## config.mk

```make
export PLATFORM = sky130hd
export DESIGN_NAME = adcls_top
export DESIGN_NICKNAME = d
export VERILOG_FILES = /design/src/inc/adcls_pkg.sv /design/src/inc/adcls_timer_if.sv /design/src/hw/adcls_sample_timer.sv /design/src/hw/adcls_top.sv
export SDC_FILE = /design/constraint.sdc
export NUM_CORES = 1
export LEC_CHECK = 0
export BUFFER_PORTS_ARGS = -buffer_cell sky130_fd_sc_hd__buf_2
export CORE_MARGIN = 2
export CORE_UTILIZATION = 55
export DETAILED_ROUTE_END_ITERATION = 8
export PLACE_DENSITY_LB_ADDON = 0.12
export SYNTH_ARGS = -nofsm -noshare
export SYNTH_HDL_FRONTEND = slang
export SYNTH_SLANG_ARGS = --single-unit
export TNS_END_PERCENT = 50
```

## constraint.sdc

```tcl
create_clock -name clk -period 4.9 [get_ports clk]
set_input_delay 0.735 -clock clk [delete_from_list [all_inputs] [get_ports clk]]
set_output_delay 0.735 -clock clk [all_outputs]
set_load 0.05 [all_outputs]
```

## src/inc/adcls_pkg.sv

```systemverilog
package adcls_pkg;

  // ---------------------------------------------------------------------------
  // Register indices; the byte address on the bus is four times the index.
  // ---------------------------------------------------------------------------
  localparam logic [7:0] IDX_CONTROL = 8'h01;
  localparam logic [7:0] IDX_STATUS = 8'h02;
  localparam logic [7:0] IDX_MASK = 8'h03;
  localparam logic [7:0] IDX_SAMPLE_TIME = 8'h16;
  localparam logic [7:0] IDX_BYTE_THREE = 8'h17;
  localparam logic [7:0] IDX_COMMAND_INDEX = 8'h1C;
  localparam logic [7:0] IDX_COMMAND_BASE = 8'h1D;
  localparam logic [7:0] IDX_RESULT_INDEX = 8'h20;
  localparam logic [7:0] IDX_RESULT_BASE = 8'h21;
  localparam logic [7:0] IDX_OFFSET_ZERO = 8'h24;
  localparam logic [7:0] IDX_OFFSET_ONE = 8'h25;

  // ---------------------------------------------------------------------------
  // Field positions.
  // ---------------------------------------------------------------------------
  localparam int CTRL_ENABLE_BIT = 0;
  localparam int CTRL_SPECIAL_BIT = 1;
  localparam int CTRL_LIST_BIT = 2;
  localparam int CTRL_RUN_BIT = 3;
  localparam int CTRL_PRESCALER_LSB = 8;
  localparam int STAT_ERROR_BIT = 0;
  localparam int STAT_DONE_BIT = 1;
  localparam int CMD_SAMPLE_LSB = 11;
  localparam int CMD_SAMPLE_BYTE_LSB = 8;

  // ---------------------------------------------------------------------------
  // Reset values and sample-time coding.
  // ---------------------------------------------------------------------------
  localparam logic [31:0] COMMAND_RESET = 32'h0000_0000;
  localparam logic [6:0] PRESCALER_RESET = 7'h00;
  localparam logic [21:0] COMMAND_BASE_RESET = 22'h00_0000;
  localparam logic [17:0] RESULT_BASE_RESET = 18'h0_0000;
  localparam logic [6:0] OFFSET_RESET = 7'h00;
  localparam logic [4:0] SAMPLE_CODE_MAX = 5'h14;
  localparam logic [5:0] SAMPLE_CYCLES_BASE = 6'h04;
  localparam logic [1:0] RESP_OKAY = 2'h0;
  localparam logic [1:0] RESP_SLVERR = 2'h2;

  // Sequencer states.
  typedef enum logic [2:0] {
    ST_IDLE,
    ST_FETCH,
    ST_CHECK,
    ST_SAMPLE,
    ST_STORE
  } adcls_state_t;

endpackage

```

## src/inc/adcls_timer_if.sv

```systemverilog
`timescale 1ns/10ps
interface adcls_timer_if;
  logic enable;
  logic [6:0] prescaler;
  logic start;
  logic [5:0] sampleCycles;
  logic adcTick;
  logic sampleDone;

  modport timer (
    input enable,
    input prescaler,
    input start,
    input sampleCycles,
    output adcTick,
    output sampleDone
  );

  modport user (
    output enable,
    output prescaler,
    output start,
    output sampleCycles,
    input adcTick,
    input sampleDone
  );
endinterface

```

## src/hw/adcls_sample_timer.sv

```systemverilog
`timescale 1ns/10ps
module adcls_sample_timer (
  input wire logic clk,
  input wire logic reset,
  adcls_timer_if.timer tmr
);

  logic [6:0] divCount;
  logic [5:0] remaining;
  logic tick;
  logic done;

  // ---------------------------------------------------------------------------
  // Prescaler divider.
  // ---------------------------------------------------------------------------

  // One ADC clock period lasts prescaler plus one module clocks.
  always_ff @(posedge clk) begin
    if (reset || !tmr.enable) begin
      divCount <= 7'h00;
      tick <= 1'b0;
    end else if (divCount == 7'h00) begin
      divCount <= tmr.prescaler;
      tick <= 1'b1;
    end else begin
      divCount <= divCount - 7'h01;
      tick <= 1'b0;
    end
  end

  // ---------------------------------------------------------------------------
  // Sample length counter.
  // ---------------------------------------------------------------------------

  // Counts ADC clock ticks down from the sample length and pulses at the end.
  always_ff @(posedge clk) begin
    if (reset || !tmr.enable) begin
      remaining <= 6'h00;
      done <= 1'b0;
    end else if (tmr.start) begin
      remaining <= tmr.sampleCycles;
      done <= 1'b0;
    end else if (tick && remaining != 6'h00) begin
      remaining <= remaining - 6'h01;
      done <= (remaining == 6'h01);
    end else begin
      done <= 1'b0;
    end
  end

  assign tmr.adcTick = tick;
  assign tmr.sampleDone = done;

endmodule

```

## src/hw/adcls_top.sv

```systemverilog
// Register access over AXI4-Lite was chosen for this implementation.
`timescale 1ns/10ps
// Function
// - A fetched command with a reserved sample-time code sets the error flag and halts.
// - The sample-time byte reads at any time and takes writes only under special access.
// - Command bits 15 to 11 give the sample length in ADC clock cycles.
// - Codes 0 to 20 give code plus four cycles; higher codes are reserved.
// - The ADC clock period comes from the 7-bit prescaler setting.
// - The read-only command index counts 32-bit entries from the list start.
// - The command base bits 23 to 2 are writable when disabled or under special access.
// - Each fetch address uses the command base and the active list.
// - The read-only result index counts 16-bit entries from the list start.
// - The result base bits 19 to 2 locate results, stored at the end of each conversion.
// - The result base is writable only while the converter is disabled.
// - A command list holds at most 64 commands, so the index wraps after 63.
// - Addresses add a per-list offset in entry units to the base.
module adcls_top
  import adcls_pkg::*;
(
  input wire logic clk,
  input wire logic reset,
  input wire logic [31:0] s_axi_awaddr,
  input wire logic s_axi_awvalid,
  output logic s_axi_awready,
  input wire logic [31:0] s_axi_wdata,
  input wire logic [3:0] s_axi_wstrb,
  input wire logic s_axi_wvalid,
  output logic s_axi_wready,
  output logic [1:0] s_axi_bresp,
  output logic s_axi_bvalid,
  input wire logic s_axi_bready,
  input wire logic [31:0] s_axi_araddr,
  input wire logic s_axi_arvalid,
  output logic s_axi_arready,
  output logic [31:0] s_axi_rdata,
  output logic [1:0] s_axi_rresp,
  output logic s_axi_rvalid,
  input wire logic s_axi_rready,
  output logic memReq,
  output logic memWrite,
  output logic [23:0] memAddr,
  output logic [15:0] memWdata,
  input wire logic memAck,
  input wire logic [31:0] memRdata,
  input wire logic [15:0] conversionData,
  output logic irq
);

  adcls_timer_if tmr ();

  logic [31:0] awAddr;
  logic awHeld;
  logic [31:0] wData;
  logic [3:0] wStrb;
  logic wHeld;
  logic doWrite;
  logic [7:0] wIdx;
  logic wMapped;
  logic [31:0] rValue;
  logic rMapped;
  logic enable;
  logic specialAccess;
  logic listSelect;
  logic run;
  logic [6:0] prescaler;
  logic [31:0] command;
  logic [21:0] commandBase;
  logic [17:0] resultBase;
  logic [6:0] offsetOne;
  logic [5:0] commandIndex;
  logic [5:0] resultIndex;
  logic [1:0] status;
  logic [1:0] mask;
  logic [6:0] listOffset;
  logic [23:0] fetchAddr;
  logic [23:0] storeAddr;
  logic codeReserved;
  logic errorEvent;
  logic doneEvent;
  adcls_state_t state;

  // Merges a write into an old value according to the byte strobes.
  function automatic logic [31:0] merge(input logic [31:0] old, input logic [31:0] data,
                                        input logic [3:0] strb);
    logic [31:0] res;
    res = old;
    for (int i = 0; i < 4; i++) begin
      if (strb[i]) begin
        res[i*8 +: 8] = data[i*8 +: 8];
      end
    end
    return res;
  endfunction

  // ---------------------------------------------------------------------------
  // Bus write channels.
  // ---------------------------------------------------------------------------

  // Address and data are taken in either order and held until both are present.
  always_ff @(posedge clk) begin
    if (reset) begin
      awHeld <= 1'b0;
      awAddr <= 32'h0000_0000;
      s_axi_awready <= 1'b0;
    end else begin
      if (s_axi_awvalid && s_axi_awready) begin
        awHeld <= 1'b1;
        awAddr <= s_axi_awaddr;
      end else if (doWrite) begin
        awHeld <= 1'b0;
      end
      s_axi_awready <= !awHeld && !s_axi_bvalid && !(s_axi_awvalid && s_axi_awready);
    end
  end

  // Write data holding register.
  always_ff @(posedge clk) begin
    if (reset) begin
      wHeld <= 1'b0;
      wData <= 32'h0000_0000;
      wStrb <= 4'h0;
      s_axi_wready <= 1'b0;
    end else begin
      if (s_axi_wvalid && s_axi_wready) begin
        wHeld <= 1'b1;
        wData <= s_axi_wdata;
        wStrb <= s_axi_wstrb;
      end else if (doWrite) begin
        wHeld <= 1'b0;
      end
      s_axi_wready <= !wHeld && !s_axi_bvalid && !(s_axi_wvalid && s_axi_wready);
    end
  end

  assign doWrite = awHeld && wHeld && !s_axi_bvalid;
  assign wIdx = awAddr[9:2];
  assign wMapped = (awAddr[31:10] == 22'h00_0000) && (wIdx == IDX_CONTROL
    || wIdx == IDX_STATUS || wIdx == IDX_MASK || wIdx == IDX_SAMPLE_TIME
    || wIdx == IDX_BYTE_THREE || wIdx == IDX_COMMAND_INDEX || wIdx == IDX_COMMAND_BASE
    || wIdx == IDX_RESULT_INDEX || wIdx == IDX_RESULT_BASE || wIdx == IDX_OFFSET_ZERO
    || wIdx == IDX_OFFSET_ONE);

  // Write response; unmapped addresses answer with a slave error.
  always_ff @(posedge clk) begin
    if (reset) begin
      s_axi_bvalid <= 1'b0;
      s_axi_bresp <= RESP_OKAY;
    end else if (doWrite) begin
      s_axi_bvalid <= 1'b1;
      s_axi_bresp <= wMapped ? RESP_OKAY : RESP_SLVERR;
    end else if (s_axi_bready) begin
      s_axi_bvalid <= 1'b0;
    end
  end

  // ---------------------------------------------------------------------------
  // Control and pointer registers.
  // ---------------------------------------------------------------------------

  // Control bits; the run bit is dropped by hardware when a command is rejected.
  always_ff @(posedge clk) begin
    logic [31:0] v;
    v = merge({17'h0_0000, prescaler, 4'h0, run, listSelect, specialAccess, enable},
              wData, wStrb);
    if (reset) begin
      enable <= 1'b0;
      specialAccess <= 1'b0;
      listSelect <= 1'b0;
      run <= 1'b0;
      prescaler <= PRESCALER_RESET;
    end else begin
      if (doWrite && wMapped && wIdx == IDX_CONTROL) begin
        enable <= v[CTRL_ENABLE_BIT];
        specialAccess <= v[CTRL_SPECIAL_BIT];
        listSelect <= v[CTRL_LIST_BIT];
        run <= v[CTRL_RUN_BIT];
        prescaler <= v[CTRL_PRESCALER_LSB +: 7];
      end
      if (errorEvent) begin
        run <= 1'b0;
      end
    end
  end

  // Base pointers and the second list offset, each guarded by its own write condition.
  always_ff @(posedge clk) begin
    logic [31:0] vCmd;
    logic [31:0] vRes;
    logic [31:0] vOff;
    vCmd = merge({8'h00, commandBase, 2'h0}, wData, wStrb);
    vRes = merge({12'h000, resultBase, 2'h0}, wData, wStrb);
    vOff = merge({25'h000_0000, offsetOne}, wData, wStrb);
    if (reset) begin
      commandBase <= COMMAND_BASE_RESET;
      resultBase <= RESULT_BASE_RESET;
      offsetOne <= OFFSET_RESET;
    end else if (doWrite && wMapped) begin
      if (wIdx == IDX_COMMAND_BASE && (!enable || specialAccess)) begin
        commandBase <= vCmd[23:2];
      end
      if (wIdx == IDX_RESULT_BASE && !enable) begin
        resultBase <= vRes[19:2];
      end
      if (wIdx == IDX_OFFSET_ONE && (!enable || specialAccess)) begin
        offsetOne <= vOff[6:0];
      end
    end
  end

  // Active command: loaded from memory, or its sample byte patched under special access.
  always_ff @(posedge clk) begin
    logic [31:0] v;
    v = merge({24'h00_0000, command[CMD_SAMPLE_BYTE_LSB +: 8]}, wData, wStrb);
    if (reset) begin
      command <= COMMAND_RESET;
    end else if (state == ST_FETCH && memAck) begin
      command <= memRdata;
    end else if (doWrite && wMapped && wIdx == IDX_SAMPLE_TIME && specialAccess) begin
      command[CMD_SAMPLE_BYTE_LSB +: 8] <= v[7:0];
    end
  end

  // ---------------------------------------------------------------------------
  // Status, mask and interrupt.
  // ---------------------------------------------------------------------------

  // Sticky flags clear on a written one; a new event in the same cycle wins.
  always_ff @(posedge clk) begin
    logic [1:0] clr;
    clr = (doWrite && wMapped && wIdx == IDX_STATUS && wStrb[0]) ? wData[1:0] : 2'h0;
    if (reset) begin
      status <= 2'h0;
      mask <= 2'h0;
      irq <= 1'b0;
    end else begin
      status[STAT_ERROR_BIT] <= errorEvent || (status[STAT_ERROR_BIT] && !clr[0]);
      status[STAT_DONE_BIT] <= doneEvent || (status[STAT_DONE_BIT] && !clr[1]);
      if (doWrite && wMapped && wIdx == IDX_MASK && wStrb[0]) begin
        mask <= wData[1:0];
      end
      irq <= |(status & mask);
    end
  end

  // ---------------------------------------------------------------------------
  // Address generation and sequencer.
  // ---------------------------------------------------------------------------

  assign listOffset = listSelect ? offsetOne : OFFSET_RESET;
  assign fetchAddr = {commandBase, 2'h0}
    + {14'h0000, 8'(listOffset + 7'(commandIndex)), 2'h0};
  assign storeAddr = {4'h0, resultBase, 2'h0}
    + {15'h0000, 8'(listOffset + 7'(resultIndex)), 1'b0};
  assign codeReserved = command[CMD_SAMPLE_LSB +: 5] > SAMPLE_CODE_MAX;
  assign errorEvent = (state == ST_CHECK) && codeReserved;
  assign doneEvent = (state == ST_STORE) && memAck;

  assign tmr.enable = enable;
  assign tmr.prescaler = prescaler;
  assign tmr.start = (state == ST_CHECK) && !codeReserved;
  assign tmr.sampleCycles = 6'(command[CMD_SAMPLE_LSB +: 5]) + SAMPLE_CYCLES_BASE;

  // Fetch, check, sample and store loop over the active list.
  always_ff @(posedge clk) begin
    if (reset) begin
      state <= ST_IDLE;
      memReq <= 1'b0;
      memWrite <= 1'b0;
      memAddr <= 24'h00_0000;
      memWdata <= 16'h0000;
      commandIndex <= 6'h00;
      resultIndex <= 6'h00;
    end else begin
      case (state)
        ST_IDLE: begin
          if (!enable) begin
            commandIndex <= 6'h00;
            resultIndex <= 6'h00;
          end else if (run) begin
            memReq <= 1'b1;
            memWrite <= 1'b0;
            memAddr <= fetchAddr;
            state <= ST_FETCH;
          end
        end
        ST_FETCH: begin
          if (memAck) begin
            memReq <= 1'b0;
            state <= ST_CHECK;
          end
        end
        ST_CHECK: begin
          state <= codeReserved ? ST_IDLE : ST_SAMPLE;
        end
        ST_SAMPLE: begin
          if (!enable) begin
            state <= ST_IDLE;
          end else if (tmr.sampleDone) begin
            memReq <= 1'b1;
            memWrite <= 1'b1;
            memAddr <= storeAddr;
            memWdata <= conversionData;
            state <= ST_STORE;
          end
        end
        ST_STORE: begin
          if (memAck) begin
            memReq <= 1'b0;
            memWrite <= 1'b0;
            commandIndex <= commandIndex + 6'h01;
            resultIndex <= resultIndex + 6'h01;
            state <= ST_IDLE;
          end
        end
        default: begin
          state <= ST_IDLE;
        end
      endcase
    end
  end

  adcls_sample_timer u_timer (
    .clk(clk),
    .reset(reset),
    .tmr(tmr)
  );

  // ---------------------------------------------------------------------------
  // Bus read channel.
  // ---------------------------------------------------------------------------

  // Read multiplexer; index registers ignore writes and report the sequencer position.
  always_comb begin
    rValue = 32'h0000_0000;
    rMapped = (s_axi_araddr[31:10] == 22'h00_0000);
    case (s_axi_araddr[9:2])
      IDX_CONTROL: rValue = {17'h0_0000, prescaler, 4'h0, run, listSelect, specialAccess,
                             enable};
      IDX_STATUS: rValue = {30'h0000_0000, status};
      IDX_MASK: rValue = {30'h0000_0000, mask};
      IDX_SAMPLE_TIME: rValue = {24'h00_0000, command[CMD_SAMPLE_BYTE_LSB +: 8]};
      IDX_BYTE_THREE: rValue = 32'h0000_0000;
      IDX_COMMAND_INDEX: rValue = {26'h000_0000, commandIndex};
      IDX_COMMAND_BASE: rValue = {8'h00, commandBase, 2'h0};
      IDX_RESULT_INDEX: rValue = {26'h000_0000, resultIndex};
      IDX_RESULT_BASE: rValue = {12'h000, resultBase, 2'h0};
      IDX_OFFSET_ZERO: rValue = 32'h0000_0000;
      IDX_OFFSET_ONE: rValue = {25'h000_0000, offsetOne};
      default: rMapped = 1'b0;
    endcase
  end

  // One read at a time; the answer comes one cycle after the address is taken.
  always_ff @(posedge clk) begin
    if (reset) begin
      s_axi_arready <= 1'b0;
      s_axi_rvalid <= 1'b0;
      s_axi_rdata <= 32'h0000_0000;
      s_axi_rresp <= RESP_OKAY;
    end else if (s_axi_arvalid && s_axi_arready) begin
      s_axi_arready <= 1'b0;
      s_axi_rvalid <= 1'b1;
      s_axi_rdata <= rValue;
      s_axi_rresp <= rMapped ? RESP_OKAY : RESP_SLVERR;
    end else if (s_axi_rvalid) begin
      s_axi_rvalid <= !s_axi_rready;
      s_axi_arready <= 1'b0;
    end else begin
      s_axi_arready <= 1'b1;
    end
  end

endmodule

```

# Word level (Yosys, flattened, before mapping)
# Cells that the tools add are included.
totals:
  regBits: 245
  out_inout_bits: 84
  inputBits: 156
classes:
  n_reduce_logical: 89
  n_eq_ne: 36
  n_bitwise: 2
  add_sub_neg: 9
  mux: 48
  order_cmp: 1
ops:
  columns: ["operator", "count"]
  rows:
  - ["$pmux W24 S9", 1]
  - ["$mux W24", 4]
  - ["$eq A8 B5 Y1 const B", 8]
  - ["$eq A8 B6 Y1 const B", 8]
  - ["$pmux W24 S2", 1]
  - ["$logic_not A22 Y1", 2]
  - ["$eq A8 B2 Y1 const B", 4]
  - ["$mux W6", 5]
  - ["$logic_and A1 B1 Y1", 28]
  - ["$reduce_and A3 Y1", 9]
  - ["$add A24 B10 Y24", 1]
  - ["$mux W8", 3]
  - ["$pmux W6 S2", 2]
  - ["$add A20 B9 Y21", 1]
  - ["$mux W3", 6]
  - ["$mux W1", 17]
  - ["$add A7 B6 Y8", 2]
  - ["$eq A8 B1 Y1 const B", 2]
  - ["$reduce_bool A2 Y1", 8]
  - ["$pmux W3 S5", 1]
  - ["$logic_or A1 B1 Y1", 14]
  - ["$mux W7", 2]
  - ["$add A6 B1 Y6 const B", 2]
  - ["$ne A2 B2 Y1 const B", 6]
  - ["other kinds (25)", 48]

# Logic depth before layout (Yosys ltp)
# Gate-level depths: netlist of the first run.
depth:
  word_depth: 19
  mapped_depth: 18
  depth_no_buf: 17

# Hierarchy
# A second synthesis of the first run with hierarchy kept.
unflattened:
  hier_cells: 1312
  area_unflattened_um2: 11187.0
modules_own_cells:
  columns: ["mod", "area_per_inst_um2", "instances", "cells_per_inst"]
  rows:
  - ["adcls_top", 10392.5, 1, 1223]
  - ["adcls_sample_timer", 794.5, 1, 89]

# Worst setup path before layout of the first run
# No wires, ideal clock.
synth_timing:
  path_kind: "register -> register"
  from: "reg listSelect"
  to: "reg memAddr[23]"
  stages_incl_launch_ff: 19
  required_time_ps: 4824
  synth_period_minus_slack_ps: 3771
  slack_ps: 1129
  arrival_time_ps: 3694
  cell_sequence: "dfxtp_1 > clkbuf_1 > and2_1 > ha_1 > inv_1 > fa_1 > inv_1 > a21o_1 > a21oi_1 > o21bai_1 > a21oi_1 > xor2_1 > ha_1 > nand3_1 > or4_1 > nand2_1 > or4b_1 > xor2_1 > o21ai_0"
synth_via:
  elab_chain_cells: 6
synth_rtl:
  columns: ["element", "line", "rtl"]
  rows:
  - ["start: declaration", "adcls_top.sv:63", "logic listSelect;"]
  - ["start signal: assignment", "adcls_top.sv:175", "listSelect <= v[CTRL_LIST_BIT];"]
  - ["$mux W7", "adcls_top.sv:249", "assign listOffset = listSelect ? offsetOne : OFFSET_RESET;"]
  - ["$add A7 B6 Y8", "adcls_top.sv:251", "+ {14'h0000, 8'(listOffset + 7'(commandIndex)), 2'h0};"]
  - ["$add A24 B10 Y24", "adcls_top.sv:251", null]
  - ["$mux W24", "adcls_top.sv:279", "end else if (run) begin"]
  - ["$mux W24", "adcls_top.sv:276", "if (!enable) begin"]
  - ["$pmux W24 S2", "adcls_top.sv:274", "case (state)"]
  - ["end signal: assignment", "adcls_top.sv:282", "memAddr <= fetchAddr;"]
  - ["end signal: assignment", "adcls_top.sv:301", "memAddr <= storeAddr;"]
  - ["end: declaration", "adcls_top.sv:41", "output logic [23:0] memAddr,"]
# Every way passes these cells. The select of a mux whose other input is x is not followed.
# A chain may end at the register's enable or synchronous reset.

# Final worst setup path of the first run
# Same ends and word-level chain as after synthesis.

==> results.tsv, run 1 <==
metric	value	unit
status	finished, final reports clean	
Max-slew headroom	19.9	%
CP peak stage delay	0.59	ns
vias in the first global route	9588	
nets@finish	1704	
Worst Hold Depth	3	
number of port buffers	191	
Std-Cell Core Area	0.0196	mm²
Clock Path Buffers	3	
Hold WS	0.433	ns
worst min-delay path class	input pin to flop	
async set-reset flop share out of synthesis	0	%
wirelength, routed	31400	µm
total iterations of the first detailed-routing run	5	
Max Fclk	239	MHz
Design Power	0.00409	W
drc violations	0	
largest net degree at the start of global routing	82	
initial core utilization	56.3	%
Final Util	66.1	%
clk slew on worst S/H paths	0.06	ns
first-pass GRT wire length	50500	µm
Startpoint Class	flop	
detailed-route via count	10200	
Die W	146	µm
Clock Latency Late Sink	0.54	ns
most frequent cell after synthesis	nand2_1	
Worst Skew	0.0145	ns
layout cells sized above 1	16.4	%
Top Family by Delay on Critical Path	simple AND/OR/NAND/NOR gates	
Worst Path Max Fanout	13	
Most used DFF post-synth	dfxtp_1	
Root Driver	clkbuf_16	
Worst path depth	15	
Post-synth EDFFs	0	
P_leak	5.23	nW
# IOs	240	
R2R depth	15	
Critical Path Slowest Stage Cell	dfxtp_1	
ordered cell list for the critical path	nand2_1, inv_1, ha_1, a21o_1, a21oi_1, o21bai_1, a21oi_1, o21ai_0, ha_1, nand3_1, or4_1, nand2_1, or4b_1, xor2_1, o21ai_0	
CTS tree	done	
placed instance count	1747	
Overall Global Routing Usage	29.2	%
Reg-to-Reg Start	listSelect$_SDFFE_PP0P_	
post-synthesis register bit count	232	
leading area contributor after synthesis	dfxtp_1	
post-CTS sizing	0	
final std cells w/o fill	1792	
die area	0.0212	mm²
Die Height	146	µm
MaxCap Viol Count	0	
Final Cycle Share	85.2	%
Unique masters post-synth	64	
RR Endpoint	memAddr[23]$_SDFFE_PP0P_	
crit path capture type	flop	
area grow syn2layout	17.4	%
Syn Inst Count	1347	
cts bufs inserted	26	
Routed WL per cell	17.5	µm
hold endpoint	awAddr[11]$_SDFFE_PP0P_	
setup TNS	0	ns
Yosys Warn Count	0	
initial antenna violation count	1	
critical setup path kind	flop to flop	
Cell Area, Synth	0.0110	mm²
via density per instance	5.71	
PwrDens	316	mW/mm²
Max H-tree Level	1	
initial DRC count	886	
unrepaired setup endpoints after global routing	false	
total setup buffers inserted after CTS	0	
clk sink count	232	
maximum VDD drop	284	µV
Final ANT Viol Nets	0	
fin. max-slew vios	0	
post-synthesis sequential area ratio	42.1	%
Least-Margin Pin Slew	1.20	ns
Synth top cells by count	nand2_1 (277), dfxtp_1 (232), a21oi_1 (146)	
Req. time, crit path	5.36	ns
worst hold start	s_axi_awaddr[11]	
minimum clock period	4.18	ns
grt total ovfl	0	
critical path buffer and inverter count	1	
gpl congestion	0.932	
Final Hold Fails	0	
Finish-stage setup viols	0	
arrival time at the worst endpoint	4.64	ns
average size of a mapped cell	8.19	µm²
ranking of synthesized cells by area	dfxtp_1 (42%), nand2_1 (9.4%), a21oi_1 (6.6%)	
hpwl dp	23100	µm
Yosys top cell area share	42.1	%
FF-to-FF setup slack	0.72	ns
hold buffer count at CTS	0	
ANT cells	0	
# rows	51	
metal layers:
layer / vias up / wire length (µm) / track usage, %
li1: 5026 / - / -
met4: 2 / 938 / 8.68
met1: 4710 / 14300 / 41.5
met2: 417 / 13500 / 44.5
met5: - / 13 / 0
met3: 72 / 2540 / 6.43
worst register-to-register path: stages (launching register included):
cell	delay [ns]
dfxtp_1	0.59
nand2_1	0.22
inv_1	0.13
ha_1	0.23
a21o_1	0.19
a21oi_1	0.22
o21bai_1	0.10
a21oi_1	0.24
o21ai_0	0.15
ha_1	0.39
nand3_1	0.12
or4_1	0.59
nand2_1	0.19
or4b_1	0.47
xor2_1	0.15
o21ai_0	0.13
per-stage QoR:
| step | worst slack (ns) | cell area [µm²] |
|---|---|---|
| 6_report | 0.723 | 12900 |
| 3_5_place_dp | 0.772 | 12100 |
| 5_1_grt | 0.464 | 12900 |
| 3_3_place_gp | 0.843 | 12100 |
| 4_1_cts | 0.761 | 12900 |
| 2_1_floorplan | 1.13 | 11100 |
layout by cell type (no fill, tap or decap), types with 24 or more instances in the layout:
master,Yosys,layout
o21ai_0,57,57
a21oi_1,146,145
mux2i_1,50,50
buf_2,5,190
nand3_1,33,33
ha_1,34,34
nand2_1,277,277
nor2_1,108,108
xnor2_1,36,36
inv_1,30,30
clkbuf_16,0,26
xor2_1,24,24
dfxtp_1,232,232
cell families after synthesis:
kind of cell / after synthesis / share of synthesized area, %
adder cells (fa/ha/maj): 38 / 4.58
AND/OR/NAND/NOR: 547 / 22.5
AO/OA/AOI/OAI: 314 / 17.4
flip-flops: 232 / 42.1
multiplexers: 51 / 4.67
other: 1 / 0.0340
buffers and inverters: 104 / 3.97
XOR/XNOR: 60 / 4.76
registers in the layout, indices dropped and copies added (netlist names), 2 cells and up:
name	cells
awAddr	30
s_axi_rdata	24
wData	24
memAddr	23
commandBase	22
resultBase	18
memWdata	16
command	8
offsetOne	7
prescaler	7
u_timer.divCount	7
commandIndex	6
resultIndex	6
u_timer.remaining	6
state	3
wStrb	3
mask	2
status	2
final cells by class:
cell class,instances,area (µm²)
clock buffer,38,756
clock inverter,7,80.1
fill,1761,6640
inverter,30,113
multi-input combinational,1021,6000
sequential,232,4640
tap,265,332
timing repair buffer,199,1020
where the power goes:
group | leakage [nW] | switching [W] | internal (W) | total, W
Clock | 0.404 | 0.000775 | 0.00112 | 0.00189
Sequential | 1.88 | 0.0000381 | 0.00192 | 0.00196
Combinational | 2.95 | 0.000163 | 0.0000811 | 0.000244
Total | 5.23 | 0.000976 | 0.00312 | 0.00409
how the worst max path moves through the flow:
stage | startpoint | end | slack [ns]
after floorplan | listSelect$_SDFFE_PP0P_ | memAddr[23]$_SDFFE_PP0P_ | 1.13
after global placement | listSelect$_SDFFE_PP0P_ | memAddr[23]$_SDFFE_PP0P_ | 0.84
after detailed placement | listSelect$_SDFFE_PP0P_ | memAddr[23]$_SDFFE_PP0P_ | 0.77
after CTS | listSelect$_SDFFE_PP0P_ | memAddr[23]$_SDFFE_PP0P_ | 0.76
after global routing | listSelect$_SDFFE_PP0P_ | memAddr[23]$_SDFFE_PP0P_ | 0.46
final | listSelect$_SDFFE_PP0P_ | memAddr[23]$_SDFFE_PP0P_ | 0.72
Note: power is estimated with default switching activity, not from simulation.
==> run 2: changes to the inputs <==
--- a/config.mk
+++ b/config.mk
@@ -5,11 +5,13 @@
 export SDC_FILE = /design/constraint.sdc
 export NUM_CORES = 1
 export LEC_CHECK = 0
+export ABC_AREA = 1
 export BUFFER_PORTS_ARGS = -buffer_cell sky130_fd_sc_hd__buf_2
 export CORE_MARGIN = 2
 export CORE_UTILIZATION = 55
 export DETAILED_ROUTE_END_ITERATION = 8
 export PLACE_DENSITY_LB_ADDON = 0.12
+export SKIP_LAST_GASP = 1
 export SYNTH_ARGS = -nofsm -noshare
 export SYNTH_HDL_FRONTEND = slang
 export SYNTH_SLANG_ARGS = --single-unit
==> results.tsv, run 2 <==
metric	value	unit	change
Final Cycle Share	79.2	%	-6.0 points
placed instance count	2192		+25%
Yosys Warn Count	0		unchanged
via density per instance	5.33		-6.6%
Worst Path Max Fanout	8		-5
CTS tree	done		
Std-Cell Core Area	0.0216	mm²	+10%
Top Registers	awAddr (30), s_axi_rdata (24), wData (24)		
most common cell after layout, fill and taps aside	nor2_1		
ANT cells	0		unchanged
Clock Latency Late Sink	0.53	ns	about the same
detailed-route via count	11900		+17%
MaxCap Viol Count	0		unchanged
Final ANT Viol Nets	0		unchanged
sw power	0.000986	W	+1.1%
maximum VDD drop	289	µV	+2.0%
post-synthesis register bit count	232		unchanged
nets@finish	2134		+25%
Yosys top cell area share	38.6	%	-3.5 points
post-place setup slack	1.10	ns	+0.325 ns
Reg power frac	47.3	%	-0.5 points
Die W	152	µm	+4.3%
post-synthesis sequential area ratio	38.6	%	-3.5 points
layout cells sized above 1	14.7	%	-1.7 points
clk sink count	232		unchanged
setup TNS	0	ns	unchanged
wirelength, routed	34400	µm	+9.7%
gpl congestion	0.966		+3.6%
Hold WS	0.448	ns	+0.0156 ns
final std cells w/o fill	2238		+25%
Synth top cells by count	nor2_1 (332), nand2_1 (318), dfxtp_1 (232)		
clk slew on worst S/H paths	0.06	ns	about the same
Post-synth EDFFs	0		unchanged
Clock Path Buffers	3		unchanged
Reg-to-Reg Start	listSelect$_SDFFE_PP0P_		
Comb pwr share	6.6	%	+0.6 points
P_leak	6.63	nW	+27%
Unique masters post-synth	50		-22%
Switching Share	23.8	%	-0.071 points
critical setup path kind	flop to flop		
post-CTS sizing	0		unchanged
Most used DFF post-synth	dfxtp_1		
Finish-stage setup viols	0		unchanged
ranking of synthesized cells by area	dfxtp_1 (39%), nor2_1 (10%), nand2_1 (9.9%)		
# rows	54		+5.9%
Die Height	152	µm	+4.3%
Syn Inst Count	1770		+31%
Final Hold Fails	0		unchanged
commonest non-fill, non-tap cells in the layout	nor2_1 (332), nand2_1 (318), dfxtp_1 (232), inv_1 (206), buf_2 (191)		
Post-DP Area	0.0131	mm²	+8.3%
Max-slew headroom	30.8	%	+11 points
average size of a mapped cell	6.80	µm²	-17%
PnR worst setup slack	1.02	ns	+0.296 ns
number of port buffers	191		unchanged
area grow syn2layout	15.9	%	
Routed WL per cell	15.4	µm	-12%
Overall Global Routing Usage	28.9	%	-0.24 points
Worst Skew	0.0112	ns	-0.00327 ns
max FFs per register	30		unchanged
internal cell power	0.00316	W	+1.5%
total setup buffers inserted after CTS	0		unchanged
# IOs	240		unchanged
die area	0.0231	mm²	+8.9%
worst min-delay path class	flop to flop		
Req. time, crit path	5.33	ns	-0.03 ns
minimum clock period	3.88	ns	-0.296 ns
worst hold start	s_axi_rvalid$_SDFF_PP0_		
hpwl dp	25800	µm	+12%
initial antenna violation count	0		-1
largest net degree at the start of global routing	78		-4.9%
leading area contributor after synthesis	dfxtp_1		
Cell Area, Synth	0.0120	mm²	+9.1%
initial core utilization	55.7	%	-0.62 points
grt total ovfl	0		unchanged
initial DRC count	938		+5.9%
cts bufs inserted	26		unchanged
fin. max-slew vios	0		unchanged
first-pass GRT wire length	55200	µm	+9.2%
async set-reset flop share out of synthesis	0	%	unchanged
total iterations of the first detailed-routing run	5		unchanged
unrepaired setup endpoints after global routing	false		
most frequent cell after synthesis	nor2_1		
drc violations	0		unchanged
status	finished, final reports clean		
arrival time at the worst endpoint	4.31	ns	-0.33 ns
PwrDens	297	mW/mm²	-5.9%
CP peak stage delay	0.50	ns	-0.09 ns
hold buffer count at CTS	0		unchanged
vias in the first global route	10900		+14%
Clk pwr share	46.1	%	about the same
Least-Margin Pin Slew	1.04	ns	-0.160 ns
Critical Path Slowest Stage Cell	dfxtp_1		
Max H-tree Level	1		unchanged
Crit path top cell by count	nand2_1		
Critical Path Source	listSelect$_SDFFE_PP0P_		
Max Fclk	258	MHz	+7.6%
Startpoint Class	flop		
crit path capture type	flop		
ordered cell list for the critical path	nand2_1, inv_1, ha_1, inv_1, fa_1, o21ai_0, nand2_1, nand2_1, a21oi_1, xor2_1, ha_1, nand2_1, nor2_1, nand2_1, nand2_1, nand2_1, nor2_1, nand2_1, nand3_1, nand3_1, nand2_1, inv_1		
design area	0.0140	mm²	+7.8%
most flop-heavy register	awAddr		
Root Driver	clkbuf_16		
==> run 2: metal layers <==
| layer | track usage, % | vias to the layer above | share of wire (%) |
|---|---|---|---|
| met2 | 47.6 | 476 | 45 |
| li1 | - | 6041 | - |
| met3 | 5.85 | 40 | 8.8 |
| met5 | 0 | - | 0 |
| met4 | 6.41 | 0 | 1.6 |
| met1 | 39.5 | 5371 | 45 |
==> run 2: area by class of cell <==
type | count | area, µm²
sequential | 232 | 4640
tap | 280 | 350
fill | 2059 | 7660
clock buffer | 38 | 777
timing repair buffer | 197 | 1010
clock inverter | 8 | 67.6
multi-input combinational | 1270 | 6300
inverter | 213 | 805
==> run 2: cells by family (layout without fill, tap and decap cells) <==
| logic type | Yosys count | count (layout) | share of synthesized area [%] |
|---|---|---|---|
| buf+inv | 278 | 456 | 9.43 |
| fa+ha+maj | 38 | 38 | 4.20 |
| compound gates | 338 | 338 | 14.9 |
| flops | 232 | 232 | 38.6 |
| xor+xnor | 26 | 26 | 1.89 |
| other cells | 1 | 11 | 0.0311 |
| mux | 6 | 6 | 0.561 |
| simple gates | 851 | 851 | 30.4 |
==> run 2: worst paths after layout <==
check                           cells after the start  slack, ns                  endpoint
worst max-delay path                               22       1.02  memAddr[14]$_SDFFE_PP0P_
worst min register to register                      1       0.45  s_axi_arready$_SDFF_PP0_
worst min-delay path                                1       0.45  s_axi_arready$_SDFF_PP0_
worst max register to register                     22       1.02  memAddr[14]$_SDFFE_PP0P_
==> run 2: through the flow <==
stage	util, %	total power [W]
finish	64.5	0.00415
global route	64.5	0.00429
CTS	64.5	0.00418
detailed placement	60.6	0.00228
global placement	60.6	0.00227
floorplan	-	0.00218
==> run 2: critical path, delay by kind of cell (launching register included) <==
family | cells | cell delay [ns]
buffers and inverters | 3 | 0.18
XOR/XNOR | 1 | 0.15
AND/OR/NAND/NOR | 13 | 1.54
flip-flops | 1 | 0.50
AO/OA/AOI/OAI | 2 | 0.49
adder cells (fa/ha/maj) | 3 | 0.91
==> run 2: power by group through the flow <==
stage	Combinational [W]	Sequential (W)	Clock (W)
floorplan	0.000177	0.00201	0
global placement	0.000267	0.00200	0
detailed placement	0.000272	0.00201	0
CTS	0.000274	0.00196	0.00194
global route	0.000303	0.00197	0.00202
finish	0.000272	0.00197	0.00191
==> run 3: changes to the inputs <==
==> constraint.sdc (replaced) <==
create_clock -name clk -period 4 [get_ports clk]
set_input_delay 0.6 -clock clk [delete_from_list [all_inputs] [get_ports clk]]
set_output_delay 0.6 -clock clk [all_outputs]
set_load 0.05 [all_outputs]
==> results.tsv, run 3 (synthesis gave the netlist of run 2 again) <==
metric	value	unit	change
via density per instance	5.33		about the same
Die Height	152	µm	unchanged
PwrDens	381	mW/mm²	+28%
clk sink count	232		unchanged
CP endpoint	memAddr[14]$_SDFFE_PP0P_		
Comb pwr share	6.2	%	-0.4 points
cts bufs inserted	27		+3.8%
design area	0.0141	mm²	+1.0%
total iterations of the first detailed-routing run	5		unchanged
Worst Skew	0.0127	ns	+0.00155 ns
wirelength, routed	35500	µm	+3.1%
FF-to-FF setup slack	0.33	ns	-0.69 ns
Design Power	0.00538	W	+29%
PnR worst setup slack	0.331	ns	-0.689 ns
# rows	54		unchanged
Max H-tree Level	1		unchanged
critical setup path kind	flop to flop		
commonest non-fill, non-tap cells in the layout	nor2_1 (332), nand2_1 (318), dfxtp_1 (232), inv_1 (206), buf_2 (191)		
first-pass GRT wire length	57100	µm	+3.5%
initial antenna violation count	0		unchanged
Post-DP Area	0.0131	mm²	+0.19%
Final ANT Viol Nets	0		unchanged
most common cell after layout, fill and taps aside	nor2_1		
gpl congestion	0.954		-1.3%
vias in the first global route	11000		+0.67%
Final Hold Fails	0		unchanged
most flop-heavy register	awAddr		
Overall Global Routing Usage	30.1	%	+1.1 points
Critical Path Source	listSelect$_SDFFE_PP0P_		
detailed-route via count	12000		+0.47%
ANT cells	0		unchanged
Clock Latency Late Sink	0.55	ns	+0.02 ns
crit path capture type	flop		
Worst Path Max Fanout	8		unchanged
Max Fclk	273	MHz	+5.8%
area grow syn2layout	17.1	%	
met3 routed WL	2430	µm	-20%
Routed WL per cell	15.8	µm	+2.7%
wire length on met2	15400	µm	+0.42%
initial DRC count	1054		+12%
P_leak	6.71	nW	+1.1%
Clk pwr share	49.0	%	+2.9 points
placed instance count	2197		+0.23%
Post-Route M1 WL	16800	µm	+8.6%
Req. time, crit path	4.44	ns	-0.89 ns
R2R depth	22		unchanged
highest routed layer	met4		
initial core utilization	55.7	%	unchanged
Final Util	65.2	%	+0.67 points
minimum clock period	3.67	ns	-0.211 ns
Root Driver	clkbuf_16		
hpwl dp	26700	µm	+3.5%
layout cells sized above 1	15.0	%	+0.34 points
drc violations	0		unchanged
Least-Margin Pin Slew	0.930	ns	-0.108 ns
total setup buffers inserted after CTS	0		unchanged
Max-slew headroom	37.7	%	+6.9 points
# IOs	240		unchanged
die area	0.0231	mm²	unchanged
worst min-delay path class	input pin to flop		
post-place setup slack	0.357	ns	-0.740 ns
arrival time at the worst endpoint	4.11	ns	-0.20 ns
internal cell power	0.00410	W	+30%
status	finished, final reports clean		
Reg power frac	44.8	%	-2.5 points
Final Cycle Share	91.7	%	+13 points
largest net degree at the start of global routing	60		-23%
maximum VDD drop	352	µV	+22%
Std-Cell Core Area	0.0216	mm²	unchanged
grt total ovfl	0		unchanged
Switching Share	23.7	%	-0.029 points
max FFs per register	30		unchanged
RR Endpoint	memAddr[14]$_SDFFE_PP0P_		
fin. max-slew vios	0		unchanged
MaxCap Viol Count	0		unchanged
final std cells w/o fill	2247		+0.40%
sw power	0.00128	W	+29%
Startpoint Class	flop		
nets@finish	2140		+0.28%
CTS tree	done		
unrepaired setup endpoints after global routing	true		
Clock Path Buffers	3		unchanged
number of port buffers	191		unchanged
Die W	152	µm	unchanged
Finish-stage setup viols	0		unchanged
Top Registers	awAddr (30), s_axi_rdata (24), wData (24)		
clk slew on worst S/H paths	0.06	ns	about the same
Worst Hold Depth	4		+3
Reg-to-Reg Start	listSelect$_SDFFE_PP0P_		
## run 3: cell types whose count changed in the layout (fill, tap and decap cells not counted), sizes merged
cell	delta
buf	+5
inv	+2
bufinv	+3
clkbuf	+2
clkinvlp	-1
clkinv	-2
## run 3: worst min-delay path by stage
| stage | to | from | slack (ns) |
|---|---|---|---|
| after floorplan | s_axi_awready$_SDFF_PP0_ | awHeld$_SDFFE_PP0P_ | 0.42 |
| after global placement | s_axi_rdata[11]$_SDFFE_PP0P_ | s_axi_rdata[11]$_SDFFE_PP0P_ | 0.43 |
| after detailed placement | s_axi_wready$_SDFF_PP0_ | wHeld$_SDFFE_PP0P_ | 0.44 |
| after CTS | s_axi_rvalid$_SDFF_PP0_ | s_axi_rready | 0.28 |
| after global routing | awAddr[16]$_SDFFE_PP0P_ | s_axi_awaddr[16] | 0.30 |
| final | s_axi_rvalid$_SDFF_PP0_ | s_axi_rready | 0.29 |
## run 3: per-stage QoR
stage          TNS [ns]  hold slack (ns)
6_report              0            0.291
5_1_grt         -0.0407            0.297
4_1_cts               0            0.282
3_5_place_dp          0            0.436
3_3_place_gp          0            0.433
2_1_floorplan         0            0.422
## run 3: repair_timing
action / in CTS / in global routing
endpoints found under the setup margin: 0 / 5
hold buffers: 0 / 0
gates resized for setup: 0 / 2
## run 3: power groups by stage
stage                     clock (W)  sequential (W)  combinational [W]
final                       0.00263         0.00241           0.000335
after global routing        0.00275         0.00241           0.000376
after global placement            0         0.00245           0.000330
after CTS                   0.00266         0.00240           0.000336
after floorplan                   0         0.00246           0.000216
after detailed placement          0         0.00246           0.000335
## run 3: routing by layer
metal / vias to the layer above / track usage, %
met5: - / 0
met1: 5425 / 43.3
li1: 6066 / -
met2: 442 / 47.6
met4: 0 / 7.65
met3: 51 / 4.25
## run 3: cell type report
| cell class | count | area (µm²) |
|---|---|---|
| inverters | 213 | 805 |
| fillers | 1982 | 7520 |
| flip-flops and latches | 232 | 4640 |
| multi-input cells | 1270 | 6300 |
| well taps | 280 | 350 |
| repair buffers | 202 | 1040 |
| clock buffers | 40 | 785 |
| clock inverters | 10 | 175 |
## run 3: critical path, cell delays in order, from the launching register on
cell and delay [ns]:
dfxtp_1 0.49, nand2_1 0.10, inv_1 0.11, ha_1 0.18, inv_1 0.06, fa_1 0.39, o21ai_0 0.32, nand2_1 0.09
nand2_1 0.09, a21oi_1 0.08, xor2_1 0.16, ha_1 0.36, nand2_1 0.09, nor2_1 0.10, nand2_1 0.06, nand2_1 0.11
nand2_1 0.14, nor2_1 0.27, nand2_1 0.09, nand3_1 0.09, nand3_1 0.07, nand2_1 0.09, inv_1 0.04
